--- src/verilog/pic_pkg.sv ---
// Purpose: constants and types for the interrupt control
// Assumes: 24-bit instruction words, 15-bit storage addresses, octal opcodes
// Notes: codes and addresses are hex forms of octal
package pic_pkg;
    // upper-twelve-bit opcodes (octal 7752, 7753, 7750, 7757)
    localparam logic [11:0] OP_MASK_SET = 12'hFEA; // selective mask set
    localparam logic [11:0] OP_MASK_CLR = 12'hFEB; // selective mask clear
    localparam logic [11:0] OP_INT_CLR = 12'hFE8; // selective interrupt clear
    localparam logic [11:0] OP_ADJ_SEND = 12'hFEF; // interrupt the neighbour
    localparam logic [11:0] OP_ENABLE = 12'hFFC; // octal 7774
    localparam logic [11:0] OP_DISABLE = 12'hFFB; // octal 7773
    // upper-nine-bit opcodes, digit c follows (octal 774, 772, 773)
    localparam logic [8:0] OP_SENSE = 9'h1FC; // sense selected conditions
    localparam logic [8:0] OP_READ_MASK_A = 9'h1FA; // read mask, first form
    localparam logic [8:0] OP_READ_MASK_B = 9'h1FB; // read mask, second form
    // entry locations
    localparam logic [14:0] ADDR_SAVE_P = 15'h0004; // unexecuted address
    localparam logic [14:0] ADDR_ENTRY = 15'h0005; // code word and entry point
    // condition codes (octal 0100+C, 0110..0117), external is 00LC
    localparam logic [11:0] CODE_CHAN_BASE = 12'h040;
    localparam logic [11:0] CODE_RTC = 12'h048;
    localparam logic [11:0] CODE_ARITH = 12'h049;
    localparam logic [11:0] CODE_DIV = 12'h04A;
    localparam logic [11:0] CODE_EXP = 12'h04B;
    localparam logic [11:0] CODE_BCD = 12'h04C;
    localparam logic [11:0] CODE_SRCH = 12'h04D;
    localparam logic [11:0] CODE_MAN = 12'h04E;
    localparam logic [11:0] CODE_ADJ = 12'h04F;
    // mask bit positions
    localparam int MB_EXT_BASE = 0; // bits 0..3 external, by channel
    localparam int MB_CHAN_BASE = 4; // bits 4..7 channel interrupts
    localparam int MB_SRCH = 8;
    localparam int MB_RTC = 9;
    localparam int MB_EXP_BCD = 10;
    localparam int MB_ARITH_DIV = 11;
    localparam logic [11:0] MASK_RESET = 12'h000; // all masked after master clear
    // fault limits and opcodes
    localparam logic [11:0] EXP_LIMIT = 12'h3FF; // 2^10-1
    localparam logic [5:0] OPC_SEARCH = 6'h39; // octal 71
    localparam logic [5:0] OPC_MOVE = 6'h3A; // octal 72
    localparam int NUM_CHAN = 4;
    localparam int LINES_PER_CHAN = 8;
    localparam int NUM_EXT = 32;

    // internally held interrupt flags
    typedef struct packed {
        logic arith; // arithmetic overflow fault
        logic divf; // divide fault
        logic expo; // exponent overflow or underflow fault
        logic bcd; // decimal fault
        logic [3:0] chan; // channel end-of-block or end-of-record
        logic srch; // search/move completion
        logic rtc; // real-time clock compare
        logic man; // console switch
        logic adj; // adjacent computer
    } pic_int_t;

    // everything the scanner looks at
    typedef struct packed {
        pic_int_t int_f; // held flags
        logic [31:0] ext; // external lines, index channel*8+line
    } pic_req_t;

    typedef enum logic [1:0] {SEQ_IDLE, SEQ_SAVE_P, SEQ_SAVE_CODE, SEQ_JUMP} pic_seq_t;
endpackage : pic_pkg

--- src/verilog/pic_ctrl.sv ---
// Purpose: interrupt flags, mask, enable, scan and entry
// Assumes: one-cycle strobes, inputs synchronous to clk
// Notes: entry writes two words, then jumps; program held
// Operation
// - test requests at each next-instruction read
// - adder overflow sets fault, 24/48 bit
// - quotient overflow sets divide fault
// - exponent beyond 2^10-1 sets fault
// - trapped decimal instruction sets fault
// - channel block end or disconnect interrupts
// - search/move completion during 71/72 interrupts
// - clock equals compare time interrupts
// - external lines held by their devices
// - console interrupt unmasked, cleared on recognition
// - adjacent request unmasked, cleared on recognition
// - mask set and clear instructions
// - mask bits 0-7 gate external, channels
// - bits 9,10,11 gate clock and faults
// - read mask into accumulator upper bits
// - recognition clears master enable
// - enable effective after one more instruction
// - scanner picks first active entry
// - fixed priority order, adjacent last
// - lower channel, then lower line wins
// - sense ignores mask, clears sensed faults
// - selective clear instruction with mask field
// - save address at 4, code at 5
// - octal condition codes per source
`timescale 1ns/1ps
`default_nettype none
module pic_ctrl (
    input wire logic clk, // cpu clock, 40 MHz
    input wire logic rst_b, // master clear, synchronous, active low
    input wire logic ce, // clock enable, low freezes state
    input wire logic nir_cycle, // next_instruction_read_cycle recognition point
    input wire logic [14:0] prog_addr, // program address counter, unexecuted
    input wire logic inst_valid, // instruction executed strobe
    input wire logic [23:0] inst_word, // instruction word with inst_valid
    input wire logic add_strobe, // adder result valid
    input wire logic add_double, // 48-bit precision add
    input wire logic add_subtract, // subtract operation
    input wire logic [47:0] add_a, // adder operand a
    input wire logic [47:0] add_b, // adder operand b
    input wire logic div_strobe, // divide start check
    input wire logic div_double, // 48-bit precision divide
    input wire logic [47:0] div_hi_mag, // dividend upper half magnitude
    input wire logic [47:0] div_divisor_mag, // divisor magnitude
    input wire logic exp_strobe, // trapped float exponent valid
    input wire logic [11:0] exp_result, // result exponent, two's complement
    input wire logic bcd_trap, // trapped decimal instruction executed
    input wire logic [3:0] chan_block_end, // channel reached end of block
    input wire logic [3:0] chan_eor, // channel got end-of-record disconnect
    input wire logic sm_done, // search or move finished
    input wire logic [5:0] sm_opcode, // opcode of the block operation
    input wire logic rtc_tick, // clock count updated
    input wire logic [23:0] rtc_count, // current clock count
    input wire logic [23:0] rtc_compare, // compare time from the register file
    input wire logic [31:0] ext_req, // external lines, channel*8+line
    input wire logic manual_sw, // console interrupt switch level
    input wire logic adj_req_in, // request pulse from adjacent computer
    output logic int_hold, // main program held for entry
    output logic mem_wr, // storage write strobe
    output logic [14:0] mem_addr, // storage write address
    output logic [23:0] mem_data, // storage write data
    output logic mem_low12, // write lower 12 bits only
    output logic jump_req, // transfer control to jump_addr
    output logic [14:0] jump_addr, // entry address
    output logic acc_load, // load accumulator upper bits
    output logic [23:0] acc_data, // accumulator image, mask in upper 12
    output logic sense_valid, // sense result strobe
    output logic sense_hit, // a selected condition was present
    output logic adj_req_out, // request pulse to adjacent computer
    output logic int_enabled // master enable currently in force
);
    // whole state of the block
    typedef struct packed {
        pic_pkg::pic_seq_t seq; // entry sequence
        logic [11:0] mask; // interrupt_gate_mask
        logic ie; // master enable
        logic ie_pend; // enable waiting one instruction
        pic_pkg::pic_int_t flags; // held interrupt flags
        logic sw_prev; // console switch last level
        logic [14:0] saved_pc; // captured at recognition
        logic [11:0] code; // captured condition code
        logic mem_wr; // output images
        logic [14:0] mem_addr;
        logic [23:0] mem_data;
        logic mem_low12;
        logic jump;
        logic acc_load;
        logic [23:0] acc_data;
        logic sense_valid;
        logic sense_hit;
        logic adj_out;
    } pic_state_t;

    pic_state_t st; // registered state
    pic_state_t next_st; // next state
    pic_pkg::pic_req_t raw; // all conditions present
    pic_pkg::pic_req_t gated; // conditions allowed to interrupt
    logic scan_any; // scanner found a request
    logic [11:0] scan_code; // scanner winner code

    // spread a 12-bit mask field over the requests
    function automatic pic_pkg::pic_req_t sel_vec(input logic [11:0] m, input logic unmasked);
        pic_pkg::pic_req_t v;
        v = '0;
        for (int c = 0; c < pic_pkg::NUM_CHAN; c++) begin
            for (int l = 0; l < pic_pkg::LINES_PER_CHAN; l++) begin
                v.ext[c * pic_pkg::LINES_PER_CHAN + l] = m[pic_pkg::MB_EXT_BASE + c];
            end
            v.int_f.chan[c] = m[pic_pkg::MB_CHAN_BASE + c];
        end
        v.int_f.srch = m[pic_pkg::MB_SRCH];
        v.int_f.rtc = m[pic_pkg::MB_RTC];
        v.int_f.expo = m[pic_pkg::MB_EXP_BCD];
        v.int_f.bcd = m[pic_pkg::MB_EXP_BCD];
        v.int_f.arith = m[pic_pkg::MB_ARITH_DIV];
        v.int_f.divf = m[pic_pkg::MB_ARITH_DIV];
        v.int_f.man = unmasked;
        v.int_f.adj = unmasked;
        return v;
    endfunction : sel_vec

    // external lines are device-held levels, never latched here
    always_comb begin
        raw.int_f = st.flags;
        raw.ext = ext_req;
        gated = pic_pkg::pic_req_t'(raw & sel_vec(st.mask, 1'b1));
        if (!st.ie) gated = '0;
    end

    // priority scanner
    pic_scan u_scan (
        .req(gated),
        .any(scan_any),
        .code(scan_code)
    );

    // next-state logic
    always_comb begin
        logic [47:0] b_op; // adder operand b, inverted for subtract
        logic [48:0] add_sum; // adder sum with carry
        logic ovf; // adder overflow this cycle
        logic dvf; // quotient overflow this cycle
        logic [11:0] exp_mag; // exponent magnitude
        logic take; // recognition this cycle
        logic [11:0] low12; // low field of the instruction
        pic_pkg::pic_int_t set_v; // flag sets this cycle
        pic_pkg::pic_int_t clr_v; // flag clears this cycle
        pic_pkg::pic_req_t sel; // selection from the low field
        b_op = add_subtract ? ~add_b : add_b;
        add_sum = {1'b0, add_a} + {1'b0, b_op} + {48'h0, add_subtract};
        ovf = 1'b0;
        dvf = 1'b0;
        exp_mag = exp_result[11] ? (~exp_result + 12'h001) : exp_result;
        take = 1'b0;
        low12 = inst_word[11:0];
        set_v = '0;
        clr_v = '0;
        sel = sel_vec(low12, 1'b0);
        next_st = st;
        // strobes last one cycle
        next_st.mem_wr = 1'b0;
        next_st.mem_low12 = 1'b0;
        next_st.jump = 1'b0;
        next_st.acc_load = 1'b0;
        next_st.sense_valid = 1'b0;
        next_st.adj_out = 1'b0;

        // overflow: operand signs agree, sum sign differs
        if (add_double) begin
            ovf = (add_a[47] == b_op[47]) && (add_sum[47] != add_a[47]);
        end else begin
            ovf = (add_a[23] == b_op[23]) && (add_sum[23] != add_a[23]);
        end
        // quotient too wide once upper dividend reaches divisor
        if (div_double) begin
            dvf = div_hi_mag >= div_divisor_mag;
        end else begin
            dvf = div_hi_mag[23:0] >= div_divisor_mag[23:0];
        end
        set_v.arith = add_strobe && ovf;
        set_v.divf = div_strobe && dvf;
        set_v.expo = exp_strobe && (exp_mag > pic_pkg::EXP_LIMIT);
        set_v.bcd = bcd_trap;
        set_v.chan = chan_block_end | chan_eor;
        set_v.srch = sm_done && ((sm_opcode == pic_pkg::OPC_SEARCH) ||
                                 (sm_opcode == pic_pkg::OPC_MOVE));
        set_v.rtc = rtc_tick && (rtc_count == rtc_compare);
        // switch edge, so a held switch cannot retrigger
        set_v.man = manual_sw && !st.sw_prev;
        set_v.adj = adj_req_in;
        next_st.sw_prev = manual_sw;

        // recognition only between instructions and while idle
        if (st.seq == pic_pkg::SEQ_IDLE && nir_cycle && scan_any) begin
            take = 1'b1;
            next_st.saved_pc = prog_addr;
            next_st.code = scan_code;
            next_st.seq = pic_pkg::SEQ_SAVE_P;
            next_st.ie = 1'b0;
            next_st.ie_pend = 1'b0;
            if (scan_code == pic_pkg::CODE_MAN) clr_v.man = 1'b1;
            if (scan_code == pic_pkg::CODE_ADJ) clr_v.adj = 1'b1;
        end

        // instruction effects; sequencer issues none during entry
        if (inst_valid && !take) begin
            // pending enable matures on the next instruction
            if (st.ie_pend) begin
                next_st.ie = 1'b1;
                next_st.ie_pend = 1'b0;
            end
            if (inst_word[23:12] == pic_pkg::OP_ENABLE) begin
                next_st.ie_pend = 1'b1;
            end else if (inst_word[23:12] == pic_pkg::OP_DISABLE) begin
                next_st.ie = 1'b0;
                next_st.ie_pend = 1'b0;
            end else if (inst_word[23:12] == pic_pkg::OP_MASK_SET) begin
                next_st.mask = st.mask | low12;
            end else if (inst_word[23:12] == pic_pkg::OP_MASK_CLR) begin
                next_st.mask = st.mask & ~low12;
            end else if (inst_word[23:12] == pic_pkg::OP_INT_CLR) begin
                // flags selected by the mask field
                clr_v.chan = sel.int_f.chan;
                clr_v.srch = sel.int_f.srch;
                clr_v.rtc = sel.int_f.rtc;
                clr_v.arith = sel.int_f.arith;
                clr_v.divf = sel.int_f.divf;
                clr_v.expo = sel.int_f.expo;
                clr_v.bcd = sel.int_f.bcd;
            end else if (inst_word[23:12] == pic_pkg::OP_ADJ_SEND) begin
                next_st.adj_out = 1'b1;
            end else if (inst_word[23:15] == pic_pkg::OP_SENSE) begin
                // mask register plays no part in sensing
                next_st.sense_valid = 1'b1;
                next_st.sense_hit = |(raw & sel);
                // channel flags survive sensing, only clear drops them
                clr_v.arith = sel.int_f.arith;
                clr_v.divf = sel.int_f.divf;
                clr_v.expo = sel.int_f.expo;
                clr_v.bcd = sel.int_f.bcd;
                clr_v.rtc = sel.int_f.rtc;
                clr_v.srch = sel.int_f.srch;
            end else if (inst_word[23:15] == pic_pkg::OP_READ_MASK_A ||
                         inst_word[23:15] == pic_pkg::OP_READ_MASK_B) begin
                next_st.acc_load = 1'b1;
                next_st.acc_data = {st.mask, 12'h000};
            end
        end

        // a new event in the clearing cycle survives
        next_st.flags = pic_pkg::pic_int_t'((st.flags & ~clr_v) | set_v);

        // entry sequence: save address, write code, jump
        case (st.seq)
            pic_pkg::SEQ_SAVE_P: begin
                next_st.mem_wr = 1'b1;
                next_st.mem_addr = pic_pkg::ADDR_SAVE_P;
                next_st.mem_data = {9'h000, st.saved_pc};
                next_st.seq = pic_pkg::SEQ_SAVE_CODE;
            end
            pic_pkg::SEQ_SAVE_CODE: begin
                // upper twelve bits of the entry word are left alone
                next_st.mem_wr = 1'b1;
                next_st.mem_low12 = 1'b1;
                next_st.mem_addr = pic_pkg::ADDR_ENTRY;
                next_st.mem_data = {12'h000, st.code};
                next_st.seq = pic_pkg::SEQ_JUMP;
            end
            pic_pkg::SEQ_JUMP: begin
                next_st.jump = 1'b1;
                next_st.seq = pic_pkg::SEQ_IDLE;
            end
            pic_pkg::SEQ_IDLE: begin
                next_st.seq = next_st.seq; // leaves only on recognition
            end
            default: begin
                next_st.seq = pic_pkg::SEQ_IDLE;
            end
        endcase
    end

    // master clear clears flags, mask and enable
    always_ff @(posedge clk) begin
        if (!rst_b) begin
            st <= '0;
            st.seq <= pic_pkg::SEQ_IDLE;
            st.mask <= pic_pkg::MASK_RESET;
        end else if (ce) begin
            st <= next_st;
        end
    end

    // outputs straight from state, jump_addr a constant
    assign int_hold = (st.seq != pic_pkg::SEQ_IDLE);
    assign mem_wr = st.mem_wr;
    assign mem_addr = st.mem_addr;
    assign mem_data = st.mem_data;
    assign mem_low12 = st.mem_low12;
    assign jump_req = st.jump;
    assign jump_addr = pic_pkg::ADDR_ENTRY;
    assign acc_load = st.acc_load;
    assign acc_data = st.acc_data;
    assign sense_valid = st.sense_valid;
    assign sense_hit = st.sense_hit;
    assign adj_req_out = st.adj_out;
    assign int_enabled = st.ie;
endmodule : pic_ctrl
`default_nettype wire

--- src/verilog/pic_scan.sv ---
// Purpose: priority scanner, winner and its code
// Assumes: requests already gated by mask and enable
// Notes: combinational, settles within one clock
`timescale 1ns/1ps
`default_nettype none
module pic_scan (
    input wire pic_pkg::pic_req_t req, // gated requests
    output logic any, // some request active
    output logic [11:0] code // condition code of the winner
);
    logic [11:0] ext_code [pic_pkg::NUM_EXT]; // per-line code table

    // external codes 00LC built per line
    genvar gi;
    generate
        for (gi = 0; gi < pic_pkg::NUM_EXT; gi++) begin : g_ext
            assign ext_code[gi] = {6'h00, 3'(gi % pic_pkg::LINES_PER_CHAN),
                                   3'(gi / pic_pkg::LINES_PER_CHAN)};
        end
    endgenerate

    // lowest level first, higher levels override
    always_comb begin
        any = |req;
        code = 12'h000;
        if (req.int_f.adj) code = pic_pkg::CODE_ADJ;
        if (req.int_f.man) code = pic_pkg::CODE_MAN;
        if (req.int_f.rtc) code = pic_pkg::CODE_RTC;
        if (req.int_f.srch) code = pic_pkg::CODE_SRCH;
        // lower channel wins
        for (int c = pic_pkg::NUM_CHAN - 1; c >= 0; c--) begin
            if (req.int_f.chan[c]) code = pic_pkg::CODE_CHAN_BASE | 12'(c);
        end
        // channel-major, line 0 of channel 0 first
        for (int e = pic_pkg::NUM_EXT - 1; e >= 0; e--) begin
            if (req.ext[e]) code = ext_code[e];
        end
        if (req.int_f.bcd) code = pic_pkg::CODE_BCD;
        if (req.int_f.expo) code = pic_pkg::CODE_EXP;
        if (req.int_f.divf) code = pic_pkg::CODE_DIV;
        if (req.int_f.arith) code = pic_pkg::CODE_ARITH;
    end
endmodule : pic_scan
`default_nettype wire

--- config.mk ---
export PLATFORM = sky130hd
export DESIGN_NAME = pic_ctrl
export DESIGN_NICKNAME = d
export VERILOG_FILES = /design/src/verilog/pic_pkg.sv /design/src/verilog/pic_ctrl.sv /design/src/verilog/pic_scan.sv
export SDC_FILE = /design/constraint.sdc
export NUM_CORES = 1
export LEC_CHECK = 0
export ABC_CLOCK_PERIOD_IN_PS = 3600
export BUFFER_PORTS_ARGS = -buffer_cell sky130_fd_sc_hd__buf_2
export CORE_AREA = 3 3 171 173
export CTS_CLUSTER_SIZE = 25
export DETAILED_ROUTE_END_ITERATION = 7
export DIE_AREA = 0 0 174 176
export GPL_ROUTABILITY_DRIVEN = 0
export SLEW_MARGIN = 10
export SYNTH_ARGS = -nofsm -noshare
export SYNTH_HDL_FRONTEND = slang
export SYNTH_SLANG_ARGS = --single-unit
--- constraint.sdc ---
create_clock -name clk -period 3.6 [get_ports clk]
set_input_delay 0.18 -clock clk [delete_from_list [all_inputs] [get_ports clk]]
set_output_delay 0.18 -clock clk [all_outputs]
set_load 0.01 [all_outputs]
## Yosys cells after proc, flatten, opt, wreduce, memory -nomap -nowiden

Cells that the tools add are included.

- Add/sub/neg operators: 3
- Order comparisons: 3
- Equality and inequality tests: 22
- Muxes and demuxes: 89
- Bitwise gates (word level): 18
- Reduce and logical (&&, ||, !) cells: 27

Operators by type and width:

| operator | count |
|---|---|
| 2-to-1 mux 7 bit | 44 |
| 2-to-1 mux 28 bit | 6 |
| AND 44 bit | 2 |
| OR reduction 44 bit | 2 |
| one-hot mux 40 bit (2 select lines) | 1 |
| == test 12 bit, second input constant | 6 |
| 2-to-1 mux 10 bit | 5 |
| 2-to-1 mux 25 bit | 2 |
| adder 48 x 1 -> 48 bit | 1 |
| adder 48 bit | 1 |
| >= comparator 48 bit | 1 |
| 2-to-1 mux 48 bit | 1 |
| NOT 48 bit | 1 |
| 2-to-1 mux 44 bit | 1 |
| 2-to-1 mux 12 bit | 3 |
| NOT 12 bit | 3 |
| == test 9 bit, second input constant | 3 |
| 2-to-1 mux 27 bit | 1 |
| AND 12 bit | 2 |
| == test 12 x 7 -> 1 bit, second input constant | 2 |
| == test 24 bit | 1 |
| >= comparator 24 bit | 1 |
| bitwise OR 12 bit | 2 |
| 2-to-1 mux 2 bit | 10 |
| other kinds (22) | 60 |

- Register bits: 114
- Input port bits: 353
- Output and inout port bits: 87
- Logic and storage cells: 188

## Longest topological paths before layout

Gate-level depths: netlist of run 1.

- Depth after elaboration: 52
- Gate-level depth with buffers: 11

## By module

Synthesis of run 1 repeated with hierarchy kept, for this count alone.

- Cells, all modules: 1083
- Area, all modules: 8216.6 µm²

Modules (own cells, without submodules):

| module | times used | cells each | area each (µm²) | seq. area each (µm²) |
|---|---|---|---|---|
| pic_ctrl | 1 | 983 | 7639.8 | 1841.8 |
| pic_scan | 1 | 100 | 576.8 | 0.0 |

## Least setup slack after synthesis of run 1

Ideal clock, no wire load.

- Path type: in2reg
- Start: input add_subtract
- End: register st (netlist bit raw[43])
- Arrival time: 3074 ps
- Required time: 3467 ps
- Slack: 393 ps
- Cell stages on the path: 11
- Buffers on the path: 2
- Cells stage by stage: buf_1 buf_1 xor2_1 ha_1 a21o_1 a221o_1 a2111oi_0 o211ai_1 a211oi_1 mux2i_1 nand4_1

- Cells in the longest elaborated chain, start to end: 8
- Elaborated cells on any way between the ends: 12
- Classes of those cells: add/sub (2); eq/ne (4); mux (2); bitwise (1); reduce/logical (3)

RTL lines:

| element | RTL line | RTL |
|---|---|---|
| from (decl) | pic_ctrl.sv:41 | `input wire logic add_subtract,` |
| 2-to-1 mux 48 bit | pic_ctrl.sv:152 | `b_op = add_subtract ? ~add_b : add_b;` |
| adder 48 bit | pic_ctrl.sv:153 | `add_sum = {1'b0, add_a} + {1'b0, b_op} + {48'h0, add_subtract};` |
| adder 48 x 1 -> 48 bit | pic_ctrl.sv:153 |  |
| != test 1 bit (on tied branches) | pic_ctrl.sv:175, pic_ctrl.sv:173 |  |
| logical AND 1 bit (on tied branches) | pic_ctrl.sv:175, pic_ctrl.sv:173 |  |
| 2-to-1 mux 1 bit * | pic_ctrl.sv:172 | `if (add_double) begin` |
| logical AND 1 bit * | pic_ctrl.sv:183 | `set_v.arith = add_strobe && ovf;` |
| bitwise OR 12 bit * | pic_ctrl.sv:254 | `next_st.flags = pic_pkg::pic_int_t'((st.flags & ~clr_v) \| set_v);` |
| to (signal assigned) | pic_ctrl.sv:292 | `st <= next_st;` |
| to (decl) | pic_ctrl.sv:97 | `pic_state_t st;` |

Mark *: on every way between the ends. The rest lies on a longest branch, timed or not.
A chain may end at the register's enable or synchronous reset.

## Worst setup path after layout of run 1

- Start: register st[118] (netlist bit)
- End: register st (netlist bit acc_data[23])

- Cells in the longest elaborated chain, start to end: 8

RTL lines:

| element | RTL line | RTL |
|---|---|---|
| AND 44 bit | pic_ctrl.sv:129 | `gated = pic_pkg::pic_req_t'(raw & sel_vec(st.mask, 1'b1));` |
| 2-to-1 mux 44 bit | pic_ctrl.sv:130 | `if (!st.ie) gated = '0;` |
| OR reduction 44 bit | pic_scan.sv:24 | `any = \|req;` |
| logical AND 1 bit | pic_ctrl.sv:197 | `if (st.seq == pic_pkg::SEQ_IDLE && nir_cycle && scan_any) begin` |
| 2-to-1 mux 1 bit | pic_ctrl.sv:197 |  |
| zero test 1 bit | pic_ctrl.sv:209 | `if (inst_valid && !take) begin` |
| logical AND 1 bit | pic_ctrl.sv:209 |  |
| AND reduction 10 bit (no source line) | - |  |

No other way between the ends.

==> results of run 1 <==
==> final timing paths <==
path,to,slack (ns),cells past startpoint
setup / recovery,acc_data[23],0.74,8
hold / removal,st[114],0.07,2
setup reg to reg,acc_data[23],0.74,8
hold reg to reg,mem_data[11],0.45,2
==> layout by cell type, fill, tap and decap left out, types with 10 or more instances in the layout <==
cell type  count
a211oi_1      12
a21o_1        15
a21oi_1       67
a311oi_1      11
and3_1        11
buf_2        390
buf_4         11
conb_1        49
dfxtp_1       87
ha_1          99
inv_1         66
mux2i_1       37
nand2_1       59
nand3_1       37
nand4_1       19
nor2_1        91
nor3_1        21
nor4_1        19
o21ai_0       39
xnor2_1       10
xor2_1        62
==> flip-flops by register name, summed over array words and instances (netlist names) <==
signal,count
acc_data,12
acc_load,1
adj_req_out,1
int_enabled,1
jump_req,1
mem_addr,2
mem_data,15
mem_low12,1
mem_wr,1
raw,12
sense_hit,1
sense_valid,1
st,38
==> logic make-up after synthesis <==
family | after synthesis
xor+xnor | 72
buf+inv | 178
mux | 37
simple gates | 295
compound gates | 223
fa+ha+maj | 99
other cells | 2
flops | 87
==> routing by layer <==
| metal | track usage [%] | vias up |
|---|---|---|
| met2 | 32.4 | 287 |
| met5 | 0 | - |
| met4 | 4.39 | 4 |
| li1 | - | 4147 |
| met1 | 20.7 | 3728 |
| met3 | 4.00 | 33 |
==> area by class of cell <==
| type | count | share of cell area [%] |
|---|---|---|
| antenna | 3 | 0.0735 |
| multi-input combinational | 775 | 52.6 |
| inverter | 67 | 2.46 |
| timing repair buffer | 401 | 19.9 |
| tap | 378 | 4.63 |
| clock inverter | 6 | 0.906 |
| clock buffer | 10 | 2.34 |
| sequential | 87 | 17.0 |
==> metrics by stage <==
stage | hold WS (ns) | total power, mW | cells | worst slack (ns)
after floorplan | 0.296 | 1.41 | 1040 | 0.393
after global placement | 0.419 | 1.70 | 1708 | 0.577
after detailed placement | 0.427 | 1.72 | 1708 | 0.447
after CTS | 0.0639 | 2.76 | 1724 | 0.772
after global routing | 0.0747 | 2.89 | 1726 | 0.567
final | 0.0732 | 2.73 | 1727 | 0.743
==> power breakdown <==
group	internal [mW]	switching [mW]
registers	0.971	0.00951
clock network	0.631	0.406
logic	0.337	0.379
==> synthesized netlist by cell type, types with 21 or more instances <==
cell type	number
buf_4	79
ha_1	99
nand2_1	59
xor2_1	62
o21ai_0	39
a21oi_1	68
nor2_1	91
dfxtp_1	87
nor3_1	21
inv_1	66
nand3_1	37
mux2i_1	37
==> worst max-delay path, cell delays in order (launching register included) <==
cell and delay [ns]:
dfxtp_1 0.32, and2_1 0.19, o41ai_1 0.36, buf_4 0.18
nor3b_2 0.32, a21oi_2 0.16, or4_1 0.88, mux2i_1 0.27
nor2_1 0.06
==> results.json, run 1 <==
{
  "ys_types": 63,
  "cts_setup_buffers": 0,
  "outcome": "complete, no violations",
  "multi_input_area_mm2": 0.00538,
  "worstMarginPinSlew_ns": 0.968,
  "dr.pass1.iters": 5,
  "yosys.area.top_type_share_pct": 22.0,
  "die_h_um": 176,
  "period_needed_ns": 2.86,
  "nets": 1793,
  "top_layer_used": "met5",
  "utilization_pct": 36.8,
  "detail-route-antenna-nets": 0,
  "vias": 8199,
  "ys_seq_area_share_pct": 22.0,
  "io_pins": 440,
  "synth_adder_area_share_pct": 15.7,
  "ctsResizeCount": 0,
  "clock_latency_ns": 0.35,
  "grt_usage_pct": 17.6,
  "critPathLaunch": "st[118]",
  "die_area_mm2": 0.0306,
  "ys_seq_elements": 87,
  "routed-wl-met2_um": 14700,
  "drv_slew": 0,
  "rows": 61,
  "cp_max_fo": 13,
  "clk_pin_slew_ns": 0.06,
  "postSynthCellCount": 993,
  "ys_warn_count": 0,
  "grt_pass1_wl_um": 43000,
  "synth_area_leaders": "dfxtp_1, ha_1, buf_4",
  "grt_max_degree": 56,
  "viasPerCell": 4.75,
  "die_x_um": 174,
  "initial_utilization_pct": 28.5,
  "slew_headroom_pct": 35.4,
  "ys.flop_type": "dfxtp_1",
  "synthArstFlopShare_pct": 0,
  "clockRootBuffer": "clkbuf_16",
  "min_from": "inst_word[2]",
  "core_mm2": 0.0278,
  "synth_xor_area_share_pct": 7.97,
  "postPlaceCellArea_mm2": 0.00988,
  "hold_viol": 0,
  "powerDensity_mw_per_mm2": 268,
  "finalCritPeriodShare_pct": 79.4,
  "finalInstanceArea_mm2": 0.0102,
  "drt-total-wl_um": 28700,
  "drt-met1-wl_um": 11600,
  "min-delay-path-class": "primary input to register",
  "synth_top_area_cell": "dfxtp_1",
  "cp_data_arrival_time_ns": 3.09,
  "seq_area_mm2": 0.00174,
  "wl_met3_um": 1810,
  "setup_violations": 0,
  "worstSetupEndpointType": "register",
  "finClkSkew_ns": 0.00829,
  "clock_path_buffers": 2,
  "drive_gt1_share_pct": 31.8,
  "yosys.area_share.simple_pct": 18.6,
  "fillCellCount": 3000,
  "fmax_mhz": 350,
  "htreeDepth": 3,
  "drtIter0Drc": 382,
  "grt_pass1_vias": 8098,
  "crit_path_start_kind": "register",
  "synth_area_mm2": 0.00791,
  "setup_tns_ns": 0,
  "worst_ep_required_time_ns": 3.83,
  "dp_hpwl_um": 24700,
  "overflow": 0,
  "cts_tree": "done",
  "avgSynthCellArea_um2": 7.97,
  "maxCapViolations": 0,
  "leakage_nw": 5.16,
  "postCtsHoldBufs": 0,
  "avgRoutedWirePerCell_um": 16.6,
  "synth_compound_area_share_pct": 18.6,
  "cts_sinks": 87,
  "path_class": "register to register",
  "drc_errors": 0,
  "area_growth_pct": 29.2,
  "port_buffers": 390,
  "cts_buffers": 9,
  "synth-edff-count": 0,
  "antenna_found_initial": 6,
  "peakVddDrop_v": 0.000185,
  "rsz0062_at_grt": "no",
  "r2r-start": "st[118]",
  "synth_top_family_by_area": "compound AO/OA/AOI/OAI gates",
  "synthMuxAreaShare_pct": 4.68
}
Power figures use the tool's default switching activity.
==> inputs of run 2 (changes only) <==
Settings changed: ABC_CLOCK_PERIOD_IN_PS 3600 to 2750.
Clock period 3.6 ns to 2.75 ns, I/O delays scaled along.
==> results.json, run 2 (same netlist as run 1, synthesis figures left out) <==
{
  "leakage_nw": 5.21,
  "htreeDepth": 3,
  "min-delay-path-class": "primary input to register",
  "initial_utilization_pct": 28.5,
  "vias": 8249,
  "drv_slew": 0,
  "powerDensity_mw_per_mm2": 336,
  "top_register": "st",
  "grt_max_degree": 42,
  "drtIter0Drc": 380,
  "hold_viol": 0,
  "clock_latency_ns": 0.34,
  "die_area_mm2": 0.0306,
  "cts_setup_buffers": 0,
  "area_growth_pct": 30.3,
  "combinationalPowerShare_pct": 27.2,
  "fillCellCount": 2984,
  "utilization_pct": 37.1,
  "die_x_um": 174,
  "postCtsHoldBufs": 0,
  "cts_sinks": 87,
  "grt_pass1_vias": 8179,
  "outcome": "complete, no violations",
  "worst_ep_required_time_ns": 3.00,
  "cts_tree": "done",
  "detail-route-antenna-nets": 0,
  "clockRootBuffer": "clkbuf_16",
  "switchingPower_mw": 1.04,
  "die_h_um": 176,
  "io_pins": 440,
  "final_cell_mix": "buf_2, ha_1, nor2_1, dfxtp_1, a21oi_1",
  "rows": 61,
  "clock_path_buffers": 2,
  "port_buffers": 390,
  "maxCapViolations": 0,
  "avgRoutedWirePerCell_um": 16.4,
  "worstMarginPinSlew_ns": 0.779,
  "switching_share_pct": 29.9,
  "dp_hpwl_um": 24700,
  "rsz0062_at_grt": "no",
  "pwr-share-clk_pct": 35.7,
  "p_seq_share_pct": 37.1,
  "cts_buffers": 9,
  "cp_max_fo": 24,
  "grt_pass1_wl_um": 43000,
  "finClkSkew_ns": 0.00643,
  "finalCritPeriodShare_pct": 91.1,
  "drc_errors": 0,
  "drive_gt1_share_pct": 32.4,
  "internal_power_mw": 2.43,
  "slew_headroom_pct": 48.0,
  "cp_data_arrival_time_ns": 2.76,
  "antenna_found_initial": 5,
  "drt-total-wl_um": 28600,
  "layout_commonest_cell": "buf_2",
  "worstSetupEndpointType": "register",
  "postPlaceCellArea_mm2": 0.0100,
  "fmax_mhz": 399,
  "clk_pin_slew_ns": 0.07,
  "overflow": 0,
  "largest_reg_flops": 38,
  "path_class": "register to register",
  "finalInstanceArea_mm2": 0.0103,
  "peakVddDrop_v": 0.000280,
  "p_total_mw": 3.46,
  "setup_tns_ns": 0,
  "grt_usage_pct": 17.5,
  "viasPerCell": 4.74,
  "dr.pass1.iters": 4,
  "crit_path_start_kind": "register",
  "core_mm2": 0.0278,
  "setup_violations": 0,
  "period_needed_ns": 2.51,
  "ctsResizeCount": 0,
  "nets": 1806
}
-- run 2: cell count changes in the layout (fill, tap and decap cells not counted), sizes merged --
cell | previous run | this run
bufinv | 2 | 1
clkinvlp | 2 | 4
clkinv | 1 | 0
diode | 3 | 2
buf | 401 | 414
-- run 2: power by group through the flow --
stage / sequential, mW / clock, mW / combinational [mW]
after floorplan: 1.31 / 0 / 0.539
after global placement: 1.31 / 0 / 0.920
after detailed placement: 1.31 / 0 / 0.939
after CTS: 1.28 / 1.28 / 0.947
after global routing: 1.28 / 1.32 / 1.06
final: 1.28 / 1.24 / 0.942
-- run 2: per-stage QoR --
stage	setup slack (ns)	std cells	hold WS [ns]
floorplan	0.0577	1040	0.254
detailed placement	-0.0328	1721	0.387
finish	0.244	1739	0.0296
CTS	0.273	1737	0.0159
global placement	-0.0397	1721	0.378
global route	0.0146	1738	0.0334
-- run 2: critical path: stages (launching register included) --
cell and delay, ns:
dfxtp_1 0.32, and2_1 0.20, o41ai_1 0.44, buf_4 0.19, nor4bb_1 0.28, a21o_1 0.23, and4_1 0.25, buf_12 0.17
a21oi_1 0.08, a311oi_1 0.24
-- run 2: layer usage --
| layer | GRT usage, % | up-vias | routed length (um) |
|---|---|---|---|
| li1 | - | 4168 | - |
| met1 | 20.5 | 3754 | 11300 |
| met4 | 2.51 | 4 | 306 |
| met3 | 4.11 | 19 | 1930 |
| met2 | 33.1 | 304 | 15000 |
| met5 | 0 | - | 27 |
-- run 2: worst paths after layout --
path | start | end | slack (ns) | cells past startpoint
hold reg to reg | mem_data[12] | mem_data[12] | 0.45 | 2
setup reg to reg | st[119] | st[112] | 0.24 | 9
hold / removal | inst_word[1] | st[113] | 0.03 | 2
setup / recovery | st[119] | st[112] | 0.24 | 9
-- run 2: layout make-up --
type                    instances  area, um^2  area share [%]
multi-input cells             775        5380            52.2
repair buffers                414        2160            20.9
well taps                     378         473            4.59
flip-flops and latches         87        1740            16.9
clock inverters                 6        68.8           0.668
clock buffers                  10         229            2.22
inverters                      67         251            2.44
diodes                          2        5.00          0.0486
